**src/verilog/plt_pkg.sv**
```systemverilog
// Constants and carrier types for the parallel-to-serial display link transmitter.
// Assumes one system clock (mclk, 40 MHz); no software-visible registers.
`default_nettype none
package plt_pkg;

  // ----------------------------------------
  // Geometry
  // ----------------------------------------
  localparam int WORD_W     = 28;
  localparam int NARROW_W   = 21;
  localparam int DATA_LANES = 4;
  localparam int SLOTS      = 7;
  localparam int LAST_SLOT  = 6;
  localparam int FIFO_DEPTH = 16;

  // ----------------------------------------
  // Timing
  // ----------------------------------------
  localparam int MCLK_KHZ        = 40_000;
  localparam int PLL_LOCK_MS     = 10;
  localparam int PLL_LOCK_CYCLES = PLL_LOCK_MS * MCLK_KHZ;
  localparam int LOCK_CNT_W      = 19;

  // ----------------------------------------
  // Clock lane shape, slot 0 in bit 0
  // ----------------------------------------
  localparam logic [SLOTS-1:0] CLK_LANE_PATTERN = 7'h63;
  localparam logic [2:0]       SLOT_RESET       = 3'h0;

  // ----------------------------------------
  // Carriers
  // ----------------------------------------
  typedef struct packed {
    logic        spare;
    logic        pixel_data_valid;
    logic        frame_sync;
    logic        line_sync;
    logic [23:0] colour;
  } plt_pixel_word_type;

  typedef struct packed {
    logic [DATA_LANES-1:0] data;
    logic                  clk;
  } plt_lanes_type;

  typedef enum logic [1:0] {
    PLT_OFF,
    PLT_LOCKING,
    PLT_RUN
  } plt_state_type;

endpackage
`default_nettype wire

```
**src/verilog/plt_link_tx.sv**
```systemverilog
// Display link transmitter: pixel word capture, 16-word buffer, 7-slot serializer.
// Assumes pixel clock, pixel inputs and power-down arrive asynchronous to mclk.
//
// Operation
// Capture whole 28-bit word every pixel clock; the design drops the word (word_dropped) when the buffer is full
// Wide mode spreads 28 bits over four lanes
// Dedicated clock lane beside data lanes
// Seven bits per lane per clock period
// Word holds 24 colour plus 3 timing bits
// Narrow mode uses 21 bits, three lanes
// Static input selects rising or falling capture
// Serial format identical for both edge settings
// Pixel clock stays within 20 to 85 MHz; the design samples it on the 40 MHz mclk and spends 7 mclk per word
// Power-down low tristates all lane drivers
// Wait 10 ms lock before valid output
// Seven equally spaced slots, slot 0 first
// Fixed bit-to-lane map and clock pattern
`timescale 1ns/1ps
`default_nettype none

// ----------------------------------------
// Buffer
// ----------------------------------------
module plt_fifo #(
  parameter int WIDTH = 28,
  parameter int DEPTH = 16
) (
  input  wire logic             clk,
  input  wire logic             rst,
  input  wire logic             in_valid,
  output logic                  in_ready,
  input  wire logic [WIDTH-1:0] in_data,
  output logic                  out_valid,
  input  wire logic             out_ready,
  output logic      [WIDTH-1:0] out_data
);
  localparam int AW = $clog2(DEPTH);
  logic [WIDTH-1:0] mem [DEPTH];
  logic [AW:0]      wr_q;
  logic [AW:0]      rd_q;
  logic             push;
  logic             pop;

  assign in_ready  = !((wr_q[AW] != rd_q[AW]) && (wr_q[AW-1:0] == rd_q[AW-1:0]));
  assign out_valid = (wr_q != rd_q);
  assign out_data  = mem[rd_q[AW-1:0]];
  assign push      = in_valid && in_ready;
  assign pop       = out_valid && out_ready;

  always_ff @(posedge clk) begin
    if (push) begin
      mem[wr_q[AW-1:0]] <= in_data;
    end
  end

  always_ff @(posedge clk) begin
    if (rst) begin
      wr_q <= '0;
    end else if (push) begin
      wr_q <= wr_q + 1'b1;
    end
  end

  always_ff @(posedge clk) begin
    if (rst) begin
      rd_q <= '0;
    end else if (pop) begin
      rd_q <= rd_q + 1'b1;
    end
  end
endmodule

// ----------------------------------------
// Transmitter
// ----------------------------------------
module plt_link_tx #(
  parameter int LOCK_CYCLES = plt_pkg::PLL_LOCK_CYCLES
) (
  input  wire logic                        mclk,
  input  wire logic                        srst,
  input  wire logic                        pixel_clock_in,
  input  wire logic [plt_pkg::WORD_W-1:0]  parallel_pixel_inputs,
  input  wire logic                        edge_select_falling,
  input  wire logic                        narrow_mode,
  input  wire logic                        power_down_n,
  output plt_pkg::plt_lanes_type           lane_out,
  output plt_pkg::plt_lanes_type           lane_oe,
  output logic                             link_locked,
  output logic                             word_dropped
);

  // Fixed map: lane l, slot s carries word bit l*7+s
  function automatic logic [plt_pkg::DATA_LANES-1:0] slot_bits(
    input logic [plt_pkg::WORD_W-1:0] word,
    input logic [2:0]                 slot,
    input logic                       narrow
  );
    logic [plt_pkg::DATA_LANES-1:0] r;
    r = '0;
    for (int l = 0; l < plt_pkg::DATA_LANES; l++) begin
      r[l] = word[l * plt_pkg::SLOTS + int'(slot)]; // see R2
    end
    if (narrow) begin
      r[plt_pkg::DATA_LANES-1] = 1'b0;
    end
    return r;
  endfunction

  // ----------------------------------------
  // Input synchronisers
  // ----------------------------------------
  logic                       pclk_meta_q, pclk_sync_q, pclk_prev_q;
  logic                       pd_meta_q, pd_sync_q;
  logic [plt_pkg::WORD_W-1:0] data_meta_q, data_sync_q;
  // Static straps synced too; change them only while the link is idle
  logic                       edge_meta_q, edge_sync_q, narrow_meta_q, narrow_sync_q;

  always_ff @(posedge mclk) begin
    if (srst) begin
      pclk_meta_q <= 1'b0;
      pclk_sync_q <= 1'b0;
      pclk_prev_q <= 1'b0;
      pd_meta_q   <= 1'b0;
      pd_sync_q   <= 1'b0;
      data_meta_q <= '0;
      data_sync_q <= '0;
      edge_meta_q   <= 1'b0;
      edge_sync_q   <= 1'b0;
      narrow_meta_q <= 1'b0;
      narrow_sync_q <= 1'b0;
    end else begin
      pclk_meta_q <= pixel_clock_in;
      pclk_sync_q <= pclk_meta_q;
      pclk_prev_q <= pclk_sync_q;
      pd_meta_q   <= power_down_n;
      pd_sync_q   <= pd_meta_q;
      data_meta_q <= parallel_pixel_inputs;
      data_sync_q <= data_meta_q;
      edge_meta_q   <= edge_select_falling;
      edge_sync_q   <= edge_meta_q;
      narrow_meta_q <= narrow_mode;
      narrow_sync_q <= narrow_meta_q;
    end
  end

  // ----------------------------------------
  // Capture
  // ----------------------------------------
  // Edge choice only moves the capture moment, never the serial format
  logic pclk_rise, pclk_fall, capture;
  logic fifo_in_ready, fifo_out_valid, pop;
  logic [plt_pkg::WORD_W-1:0] fifo_out_data;
  plt_pkg::plt_state_type state_q;

  assign pclk_rise = pclk_sync_q && !pclk_prev_q;
  assign pclk_fall = !pclk_sync_q && pclk_prev_q;
  assign capture   = pd_sync_q && (edge_sync_q ? pclk_fall : pclk_rise); // see R7

  always_ff @(posedge mclk) begin
    if (srst) begin
      word_dropped <= 1'b0;
    end else begin
      word_dropped <= capture && !fifo_in_ready;
    end
  end

  // Fills while the lock wait stalls the drain
  plt_fifo #(
    .WIDTH (plt_pkg::WORD_W),
    .DEPTH (plt_pkg::FIFO_DEPTH)
  ) u_fifo (
    .clk       (mclk),
    .rst       (srst || !pd_sync_q),
    .in_valid  (capture),
    .in_ready  (fifo_in_ready),
    .in_data   (data_sync_q),
    .out_valid (fifo_out_valid),
    .out_ready (pop),
    .out_data  (fifo_out_data)
  );

  // ----------------------------------------
  // Power and lock
  // ----------------------------------------
  logic [plt_pkg::LOCK_CNT_W-1:0] lock_cnt_q;
  logic                           lock_done;

  assign lock_done   = (lock_cnt_q == plt_pkg::LOCK_CNT_W'(LOCK_CYCLES - 1));
  assign link_locked = (state_q == plt_pkg::PLT_RUN);

  always_ff @(posedge mclk) begin
    if (srst) begin
      state_q <= plt_pkg::PLT_OFF;
    end else if (!pd_sync_q) begin
      state_q <= plt_pkg::PLT_OFF;
    end else begin
      unique case (state_q)
        plt_pkg::PLT_OFF:     state_q <= plt_pkg::PLT_LOCKING;
        plt_pkg::PLT_LOCKING: if (lock_done) state_q <= plt_pkg::PLT_RUN;
        plt_pkg::PLT_RUN:     state_q <= plt_pkg::PLT_RUN;
      endcase
    end
  end

  always_ff @(posedge mclk) begin
    if (srst || state_q != plt_pkg::PLT_LOCKING) begin
      lock_cnt_q <= '0;
    end else if (!lock_done) begin
      lock_cnt_q <= lock_cnt_q + 1'b1;
    end
  end

  // ----------------------------------------
  // Serializer
  // ----------------------------------------
  // One slot per mclk, so slots are evenly spaced at the mclk period
  logic [plt_pkg::WORD_W-1:0] word_q;
  logic [2:0]                 slot_q;
  logic                       busy_q;
  logic                       last_slot;

  assign last_slot = (slot_q == 3'(plt_pkg::LAST_SLOT));
  assign pop = link_locked && fifo_out_valid && (!busy_q || last_slot);

  always_ff @(posedge mclk) begin
    if (srst || !link_locked) begin
      busy_q <= 1'b0;
      slot_q <= plt_pkg::SLOT_RESET;
      word_q <= '0;
    end else if (pop) begin
      busy_q <= 1'b1;
      slot_q <= plt_pkg::SLOT_RESET;
      word_q <= fifo_out_data;
    end else if (busy_q && !last_slot) begin
      slot_q <= slot_q + 1'b1;
    end else begin
      busy_q <= 1'b0;
    end
  end

  always_ff @(posedge mclk) begin
    if (srst || !link_locked) begin
      lane_out <= '0;
    end else if (pop) begin
      lane_out.data <= slot_bits(fifo_out_data, plt_pkg::SLOT_RESET, narrow_sync_q);
      lane_out.clk  <= plt_pkg::CLK_LANE_PATTERN[0];
    end else if (busy_q && !last_slot) begin
      lane_out.data <= slot_bits(word_q, slot_q + 1'b1, narrow_sync_q);
      lane_out.clk  <= plt_pkg::CLK_LANE_PATTERN[slot_q + 1'b1];
    end else begin
      lane_out <= '0;
    end
  end

  always_ff @(posedge mclk) begin
    if (srst || !pd_sync_q || !link_locked) begin
      lane_oe <= '0;
    end else begin
      lane_oe.clk  <= 1'b1;
      lane_oe.data <= {!narrow_sync_q, 3'h7};
    end
  end
endmodule
`default_nettype wire

```
**config.mk**
```make
export PLATFORM = sky130hd
export DESIGN_NAME = plt_link_tx
export DESIGN_NICKNAME = d
export VERILOG_FILES = /design/src/verilog/plt_pkg.sv /design/src/verilog/plt_link_tx.sv
export SDC_FILE = /design/constraint.sdc
export NUM_CORES = 1
export LEC_CHECK = 0
export BUFFER_PORTS_ARGS = -buffer_cell sky130_fd_sc_hd__clkbuf_2
export CORE_MARGIN = 2
export CORE_UTILIZATION = 45
export DETAILED_ROUTE_END_ITERATION = 10
export GPL_TIMING_DRIVEN = 0
export HOLD_SLACK_MARGIN = 0.12
export SYNTH_ARGS = -nofsm -noshare
export SYNTH_HDL_FRONTEND = slang
export SYNTH_SLANG_ARGS = --single-unit
```
**constraint.sdc**
```tcl
create_clock -name mclk -period 3.8 [get_ports mclk]
set_clock_uncertainty 0.1 [all_clocks]
set_input_delay 0.76 -clock mclk [delete_from_list [all_inputs] [get_ports mclk]]
set_output_delay 0.76 -clock mclk [all_outputs]
set_load 0.05 [all_outputs]
```
==> summary.md <==
| Metric | Value |
|---|---|
| Die Y-Extent | `226 um` |
| Initial core utilization | `45.6%` |
| R2R cell count | `7` |
| Post-synth EDFFs | `448` |
| Slew headroom | `23.4%` |
| Status | `finished clean` |
| CP max stage cell | `a21boi_1` |
| CTS buffer count | `59` |
| Post-Syn Instances | `1,201` |
| H-tree depth | `2` |
| Reg2reg end | `lane_out[2]$_SDFF_PP0_` |
| Filler cell count | `3,939` |
| CP endpoint kind | `flip-flop` |
| Initial antenna violation count | `0` |
| DR WL/cell | `23.4 um` |
| Drc violations | `0` |
| Full die area | `0.0513 mm^2` |
| Netlist cell types | `50` |
| Hold depth | `2` |
| Max-slew violation count | `0` |
| GRT Total Usage | `19.3%` |
| Worst Hold Class | `in -> reg` |
| Die X | `226 um` |
| Main synth FF type | `edfxtp_1` |
| Final wirelength | `47,500 um` |
| Area of the core | `0.0488 mm^2` |
| Clock-pin transition on the worst setup and hold timing paths | `0.06 ns` |
| Leakage | `8.73 nW` |
| ANT cells | `0` |
| Design Area, Final | `0.0256 mm^2` |
| Dpl hpwl | `31,200 um` |
| Placer's final routability congestion estimate | `0.787` |
| Cell Area, Synth | `0.0223 mm^2` |
| Setup violations, final | `0` |
| Highest Clock Rate | `295 MHz` |
| Top Ports | `46` |
| Clock Path Buffers | `3` |
| Routed Antenna Nets | `0` |
| Final hold vios | `0` |
| Vias per cell | `5.42` |
| Hold endpoint | `data_meta_q[14]$_SDFF_PP0_` |
| Starting DRT DRC Count | `979` |
| Synthesized net count | `1,247` |
| Hold Buf Count CTS | `0` |
| Launching point of the worst reg2reg path | `slot_q[0]$_SDFFE_PP0P_` |
| # clock sinks | `588` |
| Routed vias | `11.0k` |
| Clock latency at the later pin of the worst-skew pair | `0.61 ns` |
| Drt first pass iters | `5` |
| R2R Setup Slk | `0.41 ns` |
| DP Area | `0.0237 mm^2` |
| Final Critical Period | `3.39 ns` |
| Critical path arrival | `3.72 ns` |
| Peak supply drop | `0.337 mV` |
| Port bufs | `45` |
| Worst-path fanout max | `10` |
| Area grow syn2layout | `14.9%` |
| HP Start | `parallel_pixel_inputs[14]` |
| Worst-margin pin slew | `1.15 ns` |
| Critical path cell sequence | `buf_2 > inv_1 > ha_1 > a21boi_1 > clkbuf_1 > nand2_1 > o311ai_1` |
| Crit path required time | `4.13 ns` |
| Ys async rst share | `0%` |
| Yosys reg bits | `588` |
| Total gr overflow | `0` |
| Final Net Count | `1,368` |
| Number of max-cap violations | `0` |
| Register area share after synthesis | `73.0%` |
| Syn_area_per_cell | `18.5 um^2` |
| Vias in the first global route | `11.4k` |
| Post-layout util | `52.4%` |
| Largest net degree at the start of global routing | `29` |
| Root buffer cell | `clkbuf_16` |
| Synth Warn # | `0` |
| CTS resizes | `0` |
| First-pass GRT wire length | `71,500 um` |
| Fin crit share | `89.1%` |
| TritonCTS clock tree | `done` |
| Layout cells sized above 1 | `24.2%` |
| Setup Buffers After CTS | `0` |
| PD cells | `492 mW/mm^2` |
| Max stage delay on crit path | `0.61 ns` |
| RSZ-0062 raised after global routing | `no` |
| Row count | `81` |
| Startpoint Class | `flip-flop` |
| Type of the worst setup path | `reg -> reg` |
cell usage in the layout (no fill, tap or decap), types with 13 or more instances in the layout:
cell type and count:
a21oi_1 28, edfxtp_1 448, clkbuf_2 45, buf_2 20, dfxtp_1 140, mux2i_1 36, nor2b_1 95, a22o_1 25
clkbuf_1 36, a211oi_1 29, xor2_1 16, mux4_2 119, xnor2_1 18, clkbuf_16 61, nor2_1 45, clkinv_2 13
where the power goes:
part | internal (mW) | switching [mW]
combinational | 0.0381 | 0.0408
sequential | 6.92 | 0.0526
clock | 3.19 | 2.35
routing by layer:
metal  GRT usage [%]  vias to the layer above  wire, um
met5               0                        -         0
met4            5.67                        0       995
met3            3.08                       68      2400
met2            31.7                      277     23000
met1            26.7                     5693     21100
li1                -                     4990         -
logic make-up after synthesis:
| family | share of synthesized area [%] |
|---|---|
| buffers and inverters | 2.04 |
| and+or+nand+nor | 5.35 |
| AOI/OAI and AO/OA | 3.75 |
| muxes | 13.9 |
| adders and majority gates | 0.674 |
| xor gates and xnor gates | 1.34 |
| DFF | 73.0 |
worst max-delay path: cells and delay by family, from the launching register on:
family / cells / cell delay, ns
AO/OA/AOI/OAI: 2 / 1.14
flip-flops: 1 / 0.41
adder cells (fa/ha/maj): 1 / 0.27
AND/OR/NAND/NOR: 1 / 0.23
buffers and inverters: 3 / 1.07
per-stage QoR:
| stage | setup WS, ns | setup TNS (ns) | total power, mW | instances | hold slack [ns] |
|---|---|---|---|---|---|
| 4_1_cts | 0.315 | 0 | 12.7 | 2035 | 0.225 |
| 3_5_place_dp | 0.325 | 0 | 7.19 | 1925 | 0.320 |
| 6_report | 0.414 | 0 | 12.6 | 2035 | 0.256 |
| 2_1_floorplan | 0.267 | 0 | 7.13 | 1201 | 0.314 |
| 5_1_grt | 0.211 | 0 | 13.0 | 2035 | 0.253 |
| 3_3_place_gp | -2.36 | -101.21 | 7.18 | 1910 | 0.319 |
worst max-delay path by stage:
stage,end,slack (ns),cells after the start,startpoint
CTS,lane_out[2]$_SDFF_PP0_,0.32,7,slot_q[0]$_SDFFE_PP0P_
global route,lane_out[2]$_SDFF_PP0_,0.21,7,slot_q[0]$_SDFFE_PP0P_
finish,lane_out[2]$_SDFF_PP0_,0.41,7,slot_q[0]$_SDFFE_PP0P_
global placement,u_fifo.mem[3][22]$_DFFE_PP_,-2.36,3,u_fifo.wr_q[4]$_SDFFE_PP0P_
floorplan,u_fifo.mem[3][0]$_DFFE_PP_,0.27,3,u_fifo.wr_q[4]$_SDFFE_PP0P_
detailed placement,lane_out[2]$_SDFF_PP0_,0.32,7,slot_q[0]$_SDFFE_PP0P_
cell type report:
type / instances / area, um^2 / share of cell area [%]
clock buffers: 80 / 1660 / 6.49
multi-input cells: 534 / 5600 / 21.9
inverters: 11 / 41.3 / 0.161
repair buffers: 60 / 567 / 2.22
clock inverters: 30 / 218 / 0.851
plain buffers: 68 / 413 / 1.61
flip-flops and latches: 588 / 16300 / 63.5
well taps: 664 / 831 / 3.25
cell usage after synthesis, types with 5 or more instances:
cell	n	area (um^2)
edfxtp_1	448	13500
dfxtp_1	140	2800
mux4_2	119	2680
nor2b_1	97	607
nor2_1	45	169
mux2i_1	36	360
a211oi_1	29	218
a21oi_1	28	140
a22o_1	25	219
clkbuf_1	24	90.1
buf_2	20	100
xnor2_1	18	158
xor2_1	16	140
and3_1	14	87.6
ha_1	12	150
nand2_1	12	45.0
inv_1	11	41.3
buf_4	10	75.1
buf_6	9	101
nand3_1	8	40.0
o21ai_0	8	40.0
nand4_1	7	43.8
nor3_1	7	35.0
o211ai_1	7	52.6
nor4_1	5	31.3
sequential cells by signal (all words and copies together), names as in the netlist, 2 cells and up, named ones only:
register,flops
u_fifo.mem,448
data_meta_q,28
data_sync_q,28
word_q,28
lock_cnt_q,19
lane_out,5
u_fifo.rd_q,5
u_fifo.wr_q,5
slot_q,3
lane_oe,2
state_q,2
(Power assumes the default switching activity.)
